===== src/hw/sar_adc_pkg.sv =====
// constants and types shared by the serial converter control block
package sar_adc_pkg;

  // ***************************************
  // timing
  // ***************************************
  localparam int CLK_MHZ = 40;
  localparam int T_CONV_NS = 1300;
  localparam int T_ACQ_NS = 240;
  // longest time: round down
  localparam int CONV_CYCLES = (T_CONV_NS * CLK_MHZ) / 1000;
  // least time: round up
  localparam int ACQ_CYCLES = (T_ACQ_NS * CLK_MHZ + 999) / 1000;

  // ***************************************
  // sizes and configuration word layout
  // ***************************************
  localparam int RES_BITS = 12;
  localparam int CFG_BITS = 6;
  localparam int CFG_SD = 5;
  localparam int CFG_OS = 4;
  localparam int CFG_S1 = 3;
  localparam int CFG_S0 = 2;
  localparam int CFG_UNI = 1;
  localparam int CFG_SLP = 0;
  localparam logic [5:0] CFG_RST = 6'h00;
  localparam logic [3:0] MUX_COMMON = 4'h8;
  localparam logic [7:0] BIT_TIME_RST = 8'(CONV_CYCLES / RES_BITS);

  // ***************************************
  // register map
  // ***************************************
  localparam logic [7:0] REG_CTRL = 8'h00;
  localparam logic [7:0] REG_STATUS = 8'h04;
  localparam logic [7:0] REG_RESULT = 8'h08;
  localparam int CTRL_BIT_TIME_LSB = 0;
  localparam int STAT_CONVERTING = 0;
  localparam int STAT_ACQUIRING = 1;
  localparam int STAT_NAP = 2;
  localparam int STAT_SLEEP = 3;
  localparam int STAT_EARLY = 4;
  localparam int STAT_CFG_LSB = 8;

  typedef enum logic {ST_IDLE, ST_CONVERT} conv_state_type;

endpackage


===== src/hw/sar_adc_ctrl.sv =====
// control logic of the eight-channel successive-approximation converter
`timescale 1ns/1ps
`default_nettype none

// How it works
// - each rising edge of the start pin while idle begins a conversion
// - start edges during a running conversion are ignored
// - six-bit configuration word shifted in between conversions steers next conversion
// - previous result shifts out on SDO while configuration shifts in
// - after the sixth configuration bit the selected input is acquired
// - bits are decided by successive approximation, most significant first
// - final result is loaded into twelve holding latches feeding the serial port
// - SDI is sampled on SCK rising edges
// - bit order: S/D, odd/sign, pair high, pair low, polarity, sleep
// - multiplexer is set from S/D, odd/sign and two pair-select bits
// - differential: pair chosen, odd/sign picks which channel is positive
// - single-ended: channel is twice pair plus odd bit, common is negative
// - all sixteen multiplexer codes give one positive and one negative input
// - positive and negative inputs are sampled at one instant
// - polarity bit selects unipolar or bipolar operation
// - sleep bit offers a sleep power-down between conversions
// - SDO is driven only while the start pin is low
// - bipolar gives two's complement, unipolar gives straight binary
// - SDO advances on each SCK falling edge, most significant bit first
// - start pin high at conversion end enters sleep or nap per sleep bit
module sar_adc_ctrl
  import sar_adc_pkg::*;
(
  input wire logic SYS_CLK,
  input wire logic RST,
  input wire logic CE,
  input wire logic CONVERSION_START_PIN,
  input wire logic SCK,
  input wire logic SDI,
  output logic SDO,
  output logic SDO_OE,
  input wire logic COMP_IN,
  output logic [11:0] DAC_CODE,
  output logic [3:0] MUX_POS,
  output logic [3:0] MUX_NEG,
  output logic SAMPLE,
  output logic BIPOLAR,
  output logic NAP,
  output logic SLEEP,
  input wire logic WB_CYC_I,
  input wire logic WB_STB_I,
  input wire logic WB_WE_I,
  input wire logic [7:0] WB_ADR_I,
  input wire logic [3:0] WB_SEL_I,
  input wire logic [31:0] WB_DAT_I,
  output logic [31:0] WB_DAT_O,
  output logic WB_ACK_O
);

  // ***************************************
  // state
  // ***************************************
  typedef struct packed {
    conv_state_type state;
    logic conv_s1;
    logic conv_s2;
    logic conv_s3;
    logic sck_s1;
    logic sck_s2;
    logic sck_s3;
    logic sdi_s1;
    logic sdi_s2;
    logic comp_s1;
    logic comp_s2;
    logic [11:0] sar;
    logic [3:0] bit_idx;
    logic [7:0] bit_cnt;
    logic [11:0] result;
    logic [11:0] out_shift;
    logic [5:0] cfg_shift;
    logic [2:0] rx_cnt;
    logic [5:0] cfg;
    logic [5:0] conv_cfg;
    logic acquiring;
    logic [7:0] acq_cnt;
    logic early;
    logic nap;
    logic sleep;
    logic [7:0] bit_time;
    logic ack;
    logic [31:0] rdata;
  } state_type;

  state_type st_r;
  state_type st_nxt;

  logic conv_rise;
  logic conv_low;
  logic sck_rise;
  logic sck_fall;
  logic bit_end;
  logic conv_end;
  logic [11:0] final_code;
  logic [11:0] coded;
  logic [5:0] cfg_in;
  logic take_sixth;
  logic wb_req;
  logic wr_ctrl;
  logic wr_status;
  logic early_set;

  assign conv_rise = st_r.conv_s2 & ~st_r.conv_s3;
  assign conv_low = ~st_r.conv_s2;
  assign sck_rise = st_r.sck_s2 & ~st_r.sck_s3;
  assign sck_fall = ~st_r.sck_s2 & st_r.sck_s3;
  assign bit_end = (st_r.state == ST_CONVERT) && (st_r.bit_cnt >= st_r.bit_time - 8'h01);
  assign conv_end = bit_end && (st_r.bit_idx == 4'h0);
  assign cfg_in = {st_r.cfg_shift[4:0], st_r.sdi_s2};
  // configuration is only taken while the port is enabled
  assign take_sixth = sck_rise && SDO_OE && (st_r.rx_cnt == 3'h5);
  assign wb_req = WB_CYC_I & WB_STB_I & ~st_r.ack;
  assign wr_ctrl = wb_req && WB_WE_I && (WB_ADR_I == REG_CTRL);
  assign wr_status = wb_req && WB_WE_I && (WB_ADR_I == REG_STATUS);
  // start seen before the minimum acquisition span has run out
  assign early_set = (st_r.state == ST_IDLE) && conv_rise && st_r.acquiring && (st_r.acq_cnt < 8'(ACQ_CYCLES));

  // current trial bit kept or dropped here so the latch sees all twelve decisions
  assign final_code = st_r.comp_s2 ? st_r.sar : (st_r.sar & ~(12'h001 << st_r.bit_idx));
  // offset binary from the array becomes two's complement by flipping the top bit
  assign coded = st_r.conv_cfg[CFG_UNI] ? final_code : {~final_code[11], final_code[10:0]};

  // ***************************************
  // next state
  // ***************************************
  always_comb
  begin
    st_nxt = st_r;
    // first stages feed only the second stages
    st_nxt.conv_s1 = CONVERSION_START_PIN;
    st_nxt.conv_s2 = st_r.conv_s1;
    st_nxt.conv_s3 = st_r.conv_s2;
    st_nxt.sck_s1 = SCK;
    st_nxt.sck_s2 = st_r.sck_s1;
    st_nxt.sck_s3 = st_r.sck_s2;
    st_nxt.sdi_s1 = SDI;
    st_nxt.sdi_s2 = st_r.sdi_s1;
    st_nxt.comp_s1 = COMP_IN;
    st_nxt.comp_s2 = st_r.comp_s1;

    if (st_r.acquiring && st_r.acq_cnt < 8'(ACQ_CYCLES))
    begin
      st_nxt.acq_cnt = st_r.acq_cnt + 8'h01;
    end

    unique case (st_r.state)
      ST_IDLE:
      begin
        if (conv_rise)
        begin
          // an early start still converts; the shortfall is only flagged
          if (early_set)
          begin
            st_nxt.early = 1'b1;
          end
          st_nxt.state = ST_CONVERT;
          st_nxt.acquiring = 1'b0;
          st_nxt.conv_cfg = st_r.cfg;
          st_nxt.sar = 12'h800;
          st_nxt.bit_idx = 4'hB;
          st_nxt.bit_cnt = 8'h00;
          st_nxt.nap = 1'b0;
          st_nxt.sleep = 1'b0;
        end
        else if (conv_low)
        begin
          // pin low wakes the converter up
          st_nxt.nap = 1'b0;
          st_nxt.sleep = 1'b0;
        end
      end
      ST_CONVERT:
      begin
        // start edges fall through unused here
        st_nxt.bit_cnt = st_r.bit_cnt + 8'h01;
        if (bit_end)
        begin
          st_nxt.bit_cnt = 8'h00;
          if (st_r.bit_idx == 4'h0)
          begin
            st_nxt.state = ST_IDLE;
            st_nxt.result = coded;
            st_nxt.out_shift = coded;
            st_nxt.rx_cnt = 3'h0;
            st_nxt.sleep = st_r.conv_s2 & st_r.conv_cfg[CFG_SLP];
            st_nxt.nap = st_r.conv_s2 & ~st_r.conv_cfg[CFG_SLP];
          end
          else
          begin
            // keep or drop the trial bit, then try the next lower one
            st_nxt.sar = final_code | (12'h001 << (st_r.bit_idx - 4'h1));
            st_nxt.bit_idx = st_r.bit_idx - 4'h1;
          end
        end
      end
    endcase

    if (sck_rise && SDO_OE && st_r.rx_cnt < 3'(CFG_BITS))
    begin
      st_nxt.cfg_shift = cfg_in;
      st_nxt.rx_cnt = st_r.rx_cnt + 3'h1;
    end
    if (take_sixth)
    begin
      st_nxt.cfg = cfg_in;
      st_nxt.acquiring = 1'b1;
      st_nxt.acq_cnt = 8'h00;
    end
    if (sck_fall && SDO_OE)
    begin
      st_nxt.out_shift = {st_r.out_shift[10:0], 1'b0};
    end

    // ***************************************
    // bus slave
    // ***************************************
    st_nxt.ack = wb_req;
    if (wr_ctrl && WB_SEL_I[0])
    begin
      st_nxt.bit_time = WB_DAT_I[CTRL_BIT_TIME_LSB +: 8];
    end
    // a new early start in the same cycle beats the clear
    if (wr_status && WB_SEL_I[0] && WB_DAT_I[STAT_EARLY] && !early_set)
    begin
      st_nxt.early = 1'b0;
    end
    if (wb_req && !WB_WE_I)
    begin
      st_nxt.rdata = 32'h00000000;
      unique case (WB_ADR_I)
        REG_CTRL:
        begin
          st_nxt.rdata[CTRL_BIT_TIME_LSB +: 8] = st_r.bit_time;
        end
        REG_STATUS:
        begin
          st_nxt.rdata[STAT_CONVERTING] = (st_r.state == ST_CONVERT);
          st_nxt.rdata[STAT_ACQUIRING] = st_r.acquiring;
          st_nxt.rdata[STAT_NAP] = st_r.nap;
          st_nxt.rdata[STAT_SLEEP] = st_r.sleep;
          st_nxt.rdata[STAT_EARLY] = st_r.early;
          st_nxt.rdata[STAT_CFG_LSB +: 6] = st_r.cfg;
        end
        REG_RESULT:
        begin
          st_nxt.rdata[11:0] = st_r.result;
        end
        default:
        begin
          st_nxt.rdata = 32'h00000000;
        end
      endcase
    end
  end

  always_ff @(posedge SYS_CLK)
  begin
    if (RST)
    begin
      st_r <= '0;
      st_r.state <= ST_IDLE;
      st_r.cfg <= CFG_RST;
      st_r.conv_cfg <= CFG_RST;
      st_r.bit_time <= BIT_TIME_RST;
    end
    else if (CE)
    begin
      st_r <= st_nxt;
    end
  end

  // ***************************************
  // outputs
  // ***************************************
  assign SDO_OE = (st_r.state == ST_IDLE) && conv_low;
  assign SDO = st_r.out_shift[11];
  assign DAC_CODE = st_r.sar;
  // pos channel is pair*2+odd in both modes; negative is partner or common
  assign MUX_POS = {1'b0, st_r.cfg[CFG_S1], st_r.cfg[CFG_S0], st_r.cfg[CFG_OS]};
  assign MUX_NEG = st_r.cfg[CFG_SD] ? MUX_COMMON
    : {1'b0, st_r.cfg[CFG_S1], st_r.cfg[CFG_S0], ~st_r.cfg[CFG_OS]};
  // one track signal drives both sides of the sampler
  assign SAMPLE = st_r.acquiring;
  assign BIPOLAR = ~st_r.conv_cfg[CFG_UNI];
  assign NAP = st_r.nap;
  assign SLEEP = st_r.sleep;
  assign WB_ACK_O = st_r.ack;
  assign WB_DAT_O = st_r.rdata;

  // ***************************************
  // checks
  // ***************************************
  AST_START: assert property (@(posedge SYS_CLK) disable iff (RST || !CE)
    (st_r.state == ST_IDLE && conv_rise) |=> (st_r.state == ST_CONVERT && st_r.sar == 12'h800))
    else $error("start edge did not begin a conversion");
  AST_IGNORE: assert property (@(posedge SYS_CLK) disable iff (RST || !CE)
    (st_r.state == ST_CONVERT && conv_rise && !conv_end) |=> (st_r.state == ST_CONVERT && $stable(st_r.conv_cfg)))
    else $error("start edge restarted a running conversion");
  AST_SAR_ORDER: assert property (@(posedge SYS_CLK) disable iff (RST || !CE)
    (bit_end && !conv_end) |=> (st_r.bit_idx == $past(st_r.bit_idx) - 4'h1 && st_r.bit_cnt == 8'h00))
    else $error("approximation did not step down one bit");
  AST_LATCH: assert property (@(posedge SYS_CLK) disable iff (RST || !CE)
    conv_end |=> (st_r.result == $past(coded) && st_r.out_shift == st_r.result && st_r.state == ST_IDLE))
    else $error("result not moved into holding latches");
  AST_CODING: assert property (@(posedge SYS_CLK) disable iff (RST || !CE)
    (conv_end && !st_r.conv_cfg[CFG_UNI]) |=> (st_r.result[11] != $past(final_code[11])))
    else $error("bipolar result not in two's complement");
  AST_SDO_EN: assert property (@(posedge SYS_CLK) disable iff (RST)
    SDO_OE |-> (!st_r.conv_s2 && st_r.state == ST_IDLE))
    else $error("SDO driven while start pin high");
  AST_SHIFT: assert property (@(posedge SYS_CLK) disable iff (RST || !CE)
    (sck_fall && SDO_OE) |=> (st_r.out_shift == {$past(st_r.out_shift[10:0]), 1'b0}))
    else $error("SDO did not advance on SCK falling edge");
  AST_CFG: assert property (@(posedge SYS_CLK) disable iff (RST || !CE)
    take_sixth |=> (st_r.cfg == $past(cfg_in) && SAMPLE && st_r.rx_cnt == 3'h6))
    else $error("configuration word not applied after sixth bit");
  AST_MUX: assert property (@(posedge SYS_CLK) disable iff (RST)
    (MUX_NEG == MUX_COMMON) == st_r.cfg[CFG_SD] && MUX_POS != MUX_NEG)
    else $error("multiplexer assignment inconsistent with configuration");
  AST_POWER: assert property (@(posedge SYS_CLK) disable iff (RST || !CE)
    (conv_end && st_r.conv_s2) |=> (SLEEP == $past(st_r.conv_cfg[CFG_SLP]) && NAP == !SLEEP))
    else $error("wrong power-down mode after conversion");
  AST_EARLY: assert property (@(posedge SYS_CLK) disable iff (RST || !CE)
    early_set |=> st_r.early)
    else $error("early start not flagged");
  AST_HOLD_SAMPLE: assert property (@(posedge SYS_CLK) disable iff (RST || !CE)
    (st_r.state == ST_CONVERT) |-> !SAMPLE)
    else $error("input tracked during conversion");
  AST_WAKE: assert property (@(posedge SYS_CLK) disable iff (RST || !CE)
    (st_r.state == ST_IDLE && conv_low) |=> (!NAP && !SLEEP))
    else $error("start pin low did not wake the converter");
  AST_FREEZE: assert property (@(posedge SYS_CLK) disable iff (RST)
    !CE |=> $stable(st_r))
    else $error("state moved while clock enable low");

endmodule // sar_adc_ctrl

`default_nettype wire


===== config.mk =====
export PLATFORM = sky130hd
export DESIGN_NAME = sar_adc_ctrl
export DESIGN_NICKNAME = d
export VERILOG_FILES = /design/src/hw/sar_adc_pkg.sv /design/src/hw/sar_adc_ctrl.sv
export SDC_FILE = /design/constraint.sdc
export NUM_CORES = 1
export LEC_CHECK = 0
export BUFFER_PORTS_ARGS = -buffer_cell sky130_fd_sc_hd__buf_2
export CELL_PAD_IN_SITES_DETAIL_PLACEMENT = 2
export CELL_PAD_IN_SITES_GLOBAL_PLACEMENT = 2
export CORE_UTILIZATION = 37
export CTS_BUF_LIST = sky130_fd_sc_hd__clkbuf_8
export DETAILED_ROUTE_END_ITERATION = 8
export GPL_ROUTABILITY_DRIVEN = 1
export HOLD_SLACK_MARGIN = 0.08
export PLACE_DENSITY_LB_ADDON = 0.1
export SLEW_MARGIN = 10
export SYNTH_ARGS = -nofsm -noshare
export SYNTH_HDL_FRONTEND = slang
export SYNTH_SLANG_ARGS = --single-unit

===== constraint.sdc =====
create_clock -name SYS_CLK -period 7.3 [get_ports SYS_CLK]
set_input_delay 0.365 -clock SYS_CLK [delete_from_list [all_inputs] [get_ports SYS_CLK]]
set_output_delay 0.365 -clock SYS_CLK [all_outputs]
set_load 0.005 [all_outputs]

# [After elaboration in Yosys (flattened, before gate mapping)]
# Cells that the tools add are included.
# W data, S select, Z words.
[totals] reg_bits=110 in_bits=54 out_inout_bits=59 wordCells=149
[op_classes] add_sub_neg=5 n_lt_le_gt_ge=3 eq_ne=10 n_shift=2 muxes=35 bitwise_logic=20 n_reduce_logical=46
[ops] op="$mux W12" count=4
[ops] op="$mux W24" count=2
[ops] op="$mux W48" count=1
[ops] op="$pmux W24 S2" count=1
[ops] op="$reduce_and A4 Y1" count=6
[ops] op="$shl A1 B4 Y12 const A" count=2
[ops] op="$reduce_bool A2 Y1" count=10
[ops] op="$logic_and A1 B1 Y1" count=18
[ops] op="$add A8 B1 Y8 const B" count=2
[ops] op="$mux W16" count=1
[ops] op="$pmux W5 S3" count=1
[ops] op="$and A12 B12 Y12" count=1
[ops] op="$mux W3" count=4
[ops] op="$not A12 Y12" count=1
[ops] op="$or A12 B12 Y12" count=1
[ops] op="$reduce_and A2 Y1" count=6
[ops] op="$mux W2" count=5
[ops] op="$not A1 Y1" count=10
[ops] op="$mux W1" count=9
[ops] op="$mux W9" count=1
[ops] op="$eq A8 B3 Y1 const B" count=1
[ops] op="$eq A8 B4 Y1 const B" count=1
[ops] op="$ge A8 B8 Y1" count=1
[ops] op="$logic_not A8 Y1" count=1
[ops] op="other kinds (19)" count=31

# [Longest topological paths before layout]
# Gate-level depths: netlist of run 1.
[logic_depth] word_depth=10 ltp_mapped=13 ltp_nobuf=12

# [Least setup slack after synthesis of run 1]
# Ideal clock, no wire load.
[synth_path] path_kind="flip-flop to flip-flop" startpoint="reg st_r[35] (netlist name)" endpoint="reg st_r[81] (netlist name)" setup_time_ns=0.143 arrival_ns=2.458 required_ns=7.157 setup_slack_ns=4.699 path_stages_with_launch=12 path_buffers=1 period_less_slack_ns=2.601 cell_sequence="dfxtp_1 > nor2_1 > nand3_1 > nor4_1 > xnor2_1 > ha_1 > nand2_1 > o21ai_1 > o211ai_2 > buf_4 > a2111oi_1 > a2111oi_2"
[synth_between] elab_chain_len=5
[synth_rtl] element="start: declaration" line="sar_adc_ctrl.sv:89" source="state_type st_r;"
[synth_rtl] element="start signal: assignment" line="sar_adc_ctrl.sv:272" source="st_r <= st_nxt;"
[synth_rtl] element="$sub A8 B1 Y8" line="sar_adc_ctrl.sv:111" source="assign bit_end = (st_r.state == ST_CONVERT) && (st_r.bit_cnt >= st_r.bit_time - 8'h01);"
[synth_rtl] element="$ge A8 B8 Y1" line="sar_adc_ctrl.sv:111"
[synth_rtl] element="$logic_and A1 B1 Y1" line="sar_adc_ctrl.sv:111"
[synth_rtl] element="$reduce_bool A2 Y1 (no source line)"
[synth_rtl] element="$reduce_and A4 Y1 (no source line)"
# No other way between the ends.
# A chain may end at the register's enable or synchronous reset.

# [Worst setup path in the final report of run 1]
[layout_path] startpoint="reg st_r[35] (netlist name)" endpoint="reg st_r[75] (netlist name)"
# Same word-level chain as after synthesis.

==> results.cfg, run 1 <==
[critical_path]
cp_max_fo = 25
crit_path_start_kind = flop
rrSetupSlack_ns = 3.68
reg2reg_from = st_r[35]$_SDFFE_PP1P_
criticalPathCategory = reg -> reg
crit_path_end_kind = flop
cp.required_ns = 7.55
reg2reg_depth = 10
reg2reg_to = st_r[75]$_SDFFE_PP0P_
crit_start = st_r[35]$_SDFFE_PP1P_
crit_path_end = st_r[75]$_SDFFE_PP0P_
worstPathArrival_ns = 3.87

[synth]
syn_inst = 661
synth-seq-area-share = 0.381
syn_area_per_cell_um2 = 8.74
yosys-top-cells-area = dfxtp_1 38%, mux2i_1 7.1%, buf_4 6.6%
synth_top_area_cell = dfxtp_1
async_flop_share = 0
synth_area_um2 = 5780
synth_edf_count = 0
synthFlopType = dfxtp_1
synth_seq_cells = 110
yosysUniqueCellTypes = 60
synth.top_cell.area_share = 0.381
yosys-top-cells-count = 110 x dfxtp_1, 89 x nor2_1, 51 x buf_4, 42 x a21oi_1, 41 x mux2i_1
synth.most_common_cell = dfxtp_1
ys_warn_count = 0

[detailed_routing]
drt_wl_total_mm = 16.3
drtAntennaViolNets = 0
vias_per_cell = 5.55
num_vias = 4817
drt-initial-drc-count = 188
wl_per_cell_um = 18.8
first_pass_iters = 6
drt_drc_violations_left = 0

[floorplan]
die_area_um2 = 16100
io_pins = 113
start_util = 0.380
row_count = 45
die_y_um = 127
die-width_um = 127
core_um2 = 15200

[placed_design]
place_hpwl_mm = 12.0
place.port_buffers = 66
place_congestion = 0.798

[cts]
cts_tree = yes
holdBufCountCts = 0
clk_latency_ns = 0.39
cts_resized = 0
clkTransAtPathRegs_ns = 0.10
htreeDepth = 3
cts.sinks = 110
root_buffer = clkbuf_8
post_cts_buffers = 0
cts_max_path_buffers = 2
numCtsBuffers = 9

[timing]
final.setup.tns_ns = 0
slew_headroom = 0.225
setup_viol = 0
drv_slew = 0
worst_pin_slew_ns = 1.16
rsz0062_at_grt = no
fin_skew_ns = 0.00658
final-hold-violation-count = 0
min_period_ns = 3.62
whs_ns = 0.205
fmax_ghz = 0.276
min_period_over_period = 0.496

[global_route]
grt.total_usage = 0.212
antenna_found_initial = 0
grt_pass1_vias = 5059
grt_max_degree = 70
overflow = 0
grt_pass1_wl_mm = 26.5

[pwr]
clkPwrFrac = 0.341
ir_worst_vdd_mv = 0.0831
p_leak_nw = 2.44
power_density_nw_per_um2 = 168
p_int_mw = 0.765
p_sw_mw = 0.262
power_frac_seq = 0.595
p_sw_frac = 0.255
pwr-share-comb = 0.065

[run_status]
outcome = finished clean

[layout]
area_growth_syn_to_layout_pct = 5.72
drive_above_1_share = 0.157
num_antenna_cells = 0
nets = 749

[worst_hold_path]
holdCritPathClass = in -> reg

[job]
max-cap-violations = 0
-- sequential cells by signal, indices dropped and copies added, names as in the netlist --
name / count
DAC_CODE: 12
MUX_POS: 3
NAP: 1
SAMPLE: 1
SDO: 1
SLEEP: 1
WB_ACK_O: 1
WB_DAT_O: 14
cfg_in: 6
st_nxt: 6
st_r: 64
-- layout by cell type (no fill, tap or decap), types with 12 or more instances in the layout --
cell type and count:
ha_1 19, o21ai_0 21, buf_2 66, nor3_1 13, a21oi_1 42, nand2_1 38
nand3_1 22, nor2_1 89, inv_1 18, mux2i_1 41, conb_1 19, dfxtp_1 110
a22oi_1 12, nand3b_1 13
-- metrics by stage --
step	instance area [µm²]	util	setup slack, ns	power, mW	instances
final	6110	0.402	3.68	1.03	868
after global routing	6110	0.402	3.27	1.08	868
after CTS	6100	0.401	3.68	1.05	868
after detailed placement	5930	0.390	3.70	0.692	853
after global placement	5930	0.390	3.92	0.690	853
after floorplan	5840	-	4.70	0.675	679
-- per-layer routing --
metal | share of wire | vias up | wire, µm | global-route usage
li1 | - | 2330 | - | -
met1 | 0.46 | 2404 | 7550 | 0.266
met2 | 0.50 | 69 | 8100 | 0.369
met3 | 0.031 | 14 | 503 | 0.0460
met4 | 0.010 | 0 | 166 | 0.0476
met5 | 0 | - | 0 | 0
-- worst max-delay path: stages (launching register included) --
cell	delay [ns]
dfxtp_1	0.37
nor2_1	0.18
nand3_1	0.13
nor4_1	0.25
xnor2_1	0.17
ha_1	0.28
a21oi_1	0.14
o21ai_1	0.23
o211ai_2	0.99
a2111oi_0	0.20
a2111oi_0	0.51
-- worst min path at each step --
stage / end / slack [ns] / cells after the start / from
6_report: st_r[35]$_SDFFE_PP1P_ / 0.20 / 3 / WB_DAT_I[2]
5_1_grt: st_r[35]$_SDFFE_PP1P_ / 0.18 / 3 / WB_DAT_I[2]
4_1_cts: st_nxt[130]$_SDFFE_PP0P_ / 0.18 / 3 / CONVERSION_START_PIN
3_5_place_dp: WB_DAT_O[7]$_SDFFE_PP0P_ / 0.45 / 2 / WB_DAT_O[7]$_SDFFE_PP0P_
3_3_place_gp: WB_DAT_O[7]$_SDFFE_PP0P_ / 0.44 / 2 / WB_DAT_O[7]$_SDFFE_PP0P_
2_1_floorplan: NAP$_SDFFE_PP0P_ / 0.42 / 1 / st_r[53]$_SDFFE_PP0P_
-- final cells by class --
class / instances / area [µm²]
Fill cell: 1730 / 9090
Multi-Input combinational cell: 467 / 3060
Timing Repair Buffer: 71 / 368
Inverter: 17 / 63.8
Clock buffer: 11 / 151
Clock inverter: 4 / 23.8
Sequential cell: 110 / 2200
Tap cell: 188 / 235
-- kinds of logic (layout without fill, tap and decap cells) --
group | count (synthesis) | after routing | synth area share
simple gates | 222 | 222 | 0.188
other cells | 1 | 19 | 0.000649
compound gates | 151 | 151 | 0.191
flops | 110 | 110 | 0.381
mux | 44 | 44 | 0.0769
buf+inv | 102 | 103 | 0.103
fa+ha+maj | 19 | 19 | 0.0412
xor+xnor | 12 | 12 | 0.0182
-- power by group through the flow --
stage,Combinational (mW),Sequential [mW],Clock [mW]
6_report,0.0665,0.611,0.350
3_5_place_dp,0.0670,0.625,0
4_1_cts,0.0674,0.611,0.368
5_1_grt,0.0741,0.612,0.392
3_3_place_gp,0.0649,0.625,0
2_1_floorplan,0.0531,0.622,0
Power figures use the tool's default switching activity.
==> run 2, diff against run 1 <==
Settings changed: CORE_UTILIZATION 37 to 34.
Clock period 7.3 ns to 3.4 ns, I/O delays scaled along.
==> run 2 against run 1 <==
Net effect: via count increased by 2.5%; setup slack worse by 3.3 ns; non-clock buffer count rose by 20; final area increased by 3.9%; combinational power is 140% higher; flip-flop and latch count did not move; final cell count is 6.1% higher; core utilization is 1.9 points lower; die area increased by 8.7%; power grew 120%; critical path type unchanged; highest routed layer unchanged.
==> results.cfg, run 2 (synthesis results as in run 1) <==
[run_status]
outcome = finished clean

[detailed_routing]
top_layer = met4
wl_met2_mm = 8.60
drt_drc_violations_left = 0
drt-met1-wl_mm = 8.23
wl_per_cell_um = 19.0
drt-initial-drc-count = 162
drt_wl_total_mm = 17.5
drtAntennaViolNets = 0
wl_met3_um = 473
num_vias = 4936
vias_per_cell = 5.36
first_pass_iters = 4

[layout]
nets = 769
num_antenna_cells = 0
mostFrequentLayoutCell = dfxtp_1
finalNonFillerCells = 921
fillCellCount = 1900
area_growth_syn_to_layout_pct = 9.79
drive_above_1_share = 0.168
regMostFlops = st_r
largest_reg_flops = 64
layout_common_cells = 110 x dfxtp_1, 89 x nor2_1, 66 x buf_2

[timing]
fmax_ghz = 0.330
slew_headroom = 0.297
setup_viol = 0
min_period_ns = 3.03
fin_skew_ns = 0.00893
final-hold-violation-count = 0
min_period_over_period = 0.891
rsz0062_at_grt = no
final.setup.tns_ns = 0
worst_pin_slew_ns = 1.05
drv_slew = 0

[floorplan]
core_um2 = 16600
die-width_um = 132
row_count = 47
io_pins = 113
die_y_um = 132
die_area_um2 = 17500
start_util = 0.348

[cts]
root_buffer = clkbuf_8
numCtsBuffers = 9
cts_tree = yes
post_cts_buffers = 0
cts_max_path_buffers = 2
clkTransAtPathRegs_ns = 0.11
clk_latency_ns = 0.39
htreeDepth = 3
cts.sinks = 110

[pwr]
ir_worst_vdd_mv = 0.178
power_density_nw_per_um2 = 350
p_leak_nw = 2.53

[global_route]
grt_max_degree = 58
antenna_found_initial = 0
overflow = 0
grt_pass1_wl_mm = 28.2
grt_pass1_vias = 5235
grt.total_usage = 0.204

[worst_hold_path]
holdCritPathClass = in -> reg

[placed_design]
dp.cells = 893
place_hpwl_mm = 12.7
place.port_buffers = 66
place_congestion = 0.769

[critical_path]
cp.required_ns = 3.73
criticalPathCategory = reg -> reg
crit_path_start_kind = flop
cp_max_fo = 11
crit_path_end_kind = flop
worstPathArrival_ns = 3.35

[job]
max-cap-violations = 0
[run 2: stage by stage]
stage	area [µm²]	setup WS, ns	hold WS, ns	total power, mW	util
after floorplan	5840	0.799	0.295	1.45	-
after global placement	6040	0.126	0.405	1.48	0.364
after detailed placement	6040	0.240	0.431	1.49	0.364
after CTS	6340	0.200	0.144	2.27	0.382
after global routing	6340	0.108	0.169	2.33	0.382
final	6340	0.371	0.167	2.22	0.382
[run 2: worst paths after layout]
| path | startpoint | endpoint | slack, ns | cells past startpoint |
|---|---|---|---|---|
| worst min register to register | WB_DAT_O[12]$_SDFFE_PP0P_ | WB_DAT_O[12]$_SDFFE_PP0P_ | 0.46 | 2 |
| worst max-delay path | st_r[35]$_SDFFE_PP1P_ | DAC_CODE[7]$_SDFFE_PP0P_ | 0.37 | 10 |
| worst min-delay path | WB_WE_I | WB_DAT_O[13]$_SDFFE_PP0P_ | 0.17 | 4 |
| worst max register to register | st_r[35]$_SDFFE_PP1P_ | DAC_CODE[7]$_SDFFE_PP0P_ | 0.37 | 10 |
[run 2: area by class of cell]
cell class | instances | area, µm² | area share
Clock buffer | 9 | 124 | 0.0195
Clock inverter | 7 | 50.0 | 0.00789
Inverter | 17 | 63.8 | 0.0101
Multi-Input combinational cell | 467 | 3070 | 0.484
Sequential cell | 110 | 2200 | 0.347
Tap cell | 220 | 275 | 0.0434
Timing Repair Buffer | 91 | 561 | 0.0884
[run 2: per-layer routing]
metal / GRT usage / vias up
met1: 0.263 / 2484
met5: 0 / -
met2: 0.355 / 72
met4: 0.0466 / 0
met3: 0.0334 / 10
li1: - / 2370
[run 2: critical path, cell delays in order (launching register included)]
cell and delay (ns):
dfxtp_1 0.38, nor2_1 0.16, nand3_1 0.12, nor4_1 0.31
xnor2_1 0.12, ha_1 0.32, nand4_1 0.20, a31oi_4 0.30
o21ai_2 0.11, or4_1 0.72, o2bb2ai_1 0.22
[run 2: report_power, final]
| part | switching [mW] | total (mW) | internal (mW) | leakage, nW |
|---|---|---|---|---|
| Sequential | 0.0134 | 1.31 | 1.30 | 0.887 |
| Clock | 0.483 | 0.751 | 0.268 | 0.0816 |
| Combinational | 0.104 | 0.160 | 0.0554 | 1.57 |
| Total | 0.601 | 2.22 | 1.62 | 2.53 |
[run 2: repair_timing]
action / in CTS / in global routing
endpoints found under the hold margin: 12 / 0
resized for setup: 0 / 1
setup endpoints to repair: 0 / 11
hold buffers: 12 / 0
==> run 3, diff against run 2 <==
Settings changed: CORE_MARGIN set to 4.
==> run 3 against run 2 <==
Net effect: sequential share of layout area fell by 0.089 points; via count fell by 0.34%; worst hold slack improved by 0.0055 ns; final cell count rose by 0.11%; clock power rose by 3.9%; clock skew rose by 0.0063 ns; flip-flop and latch count did not move; clock-buffer cell count did not move; die area rose by 9.3%; non-clock buffer count rose by 1; critical path type unchanged; highest routed layer unchanged.
==> results.cfg, run 3 (synthesis results as in run 1) <==
[run_status]
outcome = finished clean

[critical_path]
cp_cell_sequence = nor2_1 > nand3_1 > nor4_1 > xnor2_1 > ha_1 > nand4_1 > a31oi_4 > o21ai_2 > or4_1 > o2bb2ai_1
cp.required_ns = 3.72
crit_path_end_kind = flop
worstPathArrival_ns = 3.30
slowest_stage = or4_1
path_buf_inv = 0
cp_top_family = simple AND/OR/NAND/NOR gates
cp_max_fo = 11
crit_path_start_kind = flop
worst_path_largest_cell_delay_ns = 0.74
criticalPathCategory = reg -> reg

[floorplan]
io_pins = 113
row_count = 47
start_util = 0.347
die-width_um = 138
core_um2 = 16600
die_y_um = 138
die_area_um2 = 19100

[timing]
fin_skew_ns = 0.0153
min_period_over_period = 0.877
min_period_ns = 2.98
rsz0062_at_grt = no
final.setup.tns_ns = 0
final-hold-violation-count = 0
drv_slew = 0
worst_pin_slew_ns = 1.16
setup_viol = 0
fmax_ghz = 0.336
setup_slack_ns = 0.420
slew_headroom = 0.228

[layout]
area_growth_syn_to_layout_pct = 10.1
largest_reg_flops = 64
layout_common_cells = 110 x dfxtp_1, 89 x nor2_1, 65 x buf_2
num_antenna_cells = 0
regMostFlops = st_r
drive_above_1_share = 0.168
mostFrequentLayoutCell = dfxtp_1
nets = 770

[cts]
htreeDepth = 3
clk_latency_ns = 0.39
cts_max_path_buffers = 2
post_cts_buffers = 0
clkTransAtPathRegs_ns = 0.11
root_buffer = clkbuf_8
cts_tree = yes
numCtsBuffers = 9
cts.sinks = 110

[pwr]
p_leak_nw = 2.56
ir_worst_vdd_mv = 0.166
power_density_nw_per_um2 = 354

[detailed_routing]
num_vias = 4919
vias_per_cell = 5.34
drt-initial-drc-count = 175
drtAntennaViolNets = 0
wl_per_cell_um = 19.2
drt_drc_violations_left = 0
drt_wl_total_mm = 17.7
first_pass_iters = 4

[global_route]
grt_max_degree = 51
grt.total_usage = 0.184
antenna_found_initial = 0
overflow = 0
grt_pass1_wl_mm = 28.9
grt_pass1_vias = 5299

[placed_design]
place_hpwl_mm = 13.0
place_ws_ns = 0.249
place.port_buffers = 66
place_congestion = 0.754

[worst_hold_path]
holdCritPathClass = in -> reg

[job]
max-cap-violations = 0
## run 3: cell count changes in the layout (fill, tap and decap cells not counted), sizes merged
| cell | before | now |
|---|---|---|
| inv | 18 | 23 |
| clkinvlp | 3 | 0 |
| clkinv | 3 | 1 |
| buf | 79 | 80 |
## run 3: power by group
| part | internal [mW] | switching, mW |
|---|---|---|
| Clock | 0.280 | 0.500 |
| Sequential | 1.30 | 0.0140 |
| Combinational | 0.0549 | 0.103 |
| Total | 1.63 | 0.618 |
## run 3: worst paths after layout
kind                             from                   endpoint  slack, ns  depth (start not counted)
max             st_r[35]$_SDFFE_PP1P_   DAC_CODE[4]$_SDFFE_PP0P_       0.42                         10
min                           WB_WE_I  WB_DAT_O[12]$_SDFFE_PP0P_       0.17                          4
max reg2reg     st_r[35]$_SDFFE_PP1P_   DAC_CODE[4]$_SDFFE_PP0P_       0.42                         10
min reg2reg  WB_DAT_O[7]$_SDFFE_PP0P_   WB_DAT_O[7]$_SDFFE_PP0P_       0.46                          2
## run 3: repair_timing
item | 4_1_cts | 5_1_grt
hold endpoints to repair | 12 | 0
hold buffers | 12 | 0
setup endpoints to repair | 0 | 1
resized for setup | 0 | 1
## run 3: through the flow
step	instance area (µm²)	instances	utilization	hold slack (ns)	power, mW
2_1_floorplan	5840	679	-	0.295	1.45
3_3_place_gp	6050	894	0.364	0.402	1.48
3_5_place_dp	6050	894	0.364	0.416	1.49
4_1_cts	6350	922	0.382	0.149	2.30
5_1_grt	6360	922	0.382	0.171	2.37
6_report	6360	922	0.382	0.172	2.25
## run 3: per-layer routing
metal | share of wire | track usage | vias to the layer above
met1 | 0.46 | 0.236 | 2454
met5 | 0 | 0 | -
li1 | - | - | 2369
met3 | 0.035 | 0.0404 | 14
met2 | 0.49 | 0.320 | 82
met4 | 0.012 | 0.0354 | 0
## run 3: worst min-delay path: cells and delay by family
kind	cells	cell delay, ns
AND/OR/NAND/NOR	2	0.19
buffers and inverters	1	0.10
AO/OA/AOI/OAI	1	0.06
## run 3: area by class of cell
class,count,area [µm²]
fill,1895,10300
multi-input combinational,467,3070
sequential,110,2200
timing repair buffer,92,571
tap,220,275
clock buffer,9,124
inverter,17,63.8
clock inverter,7,56.3
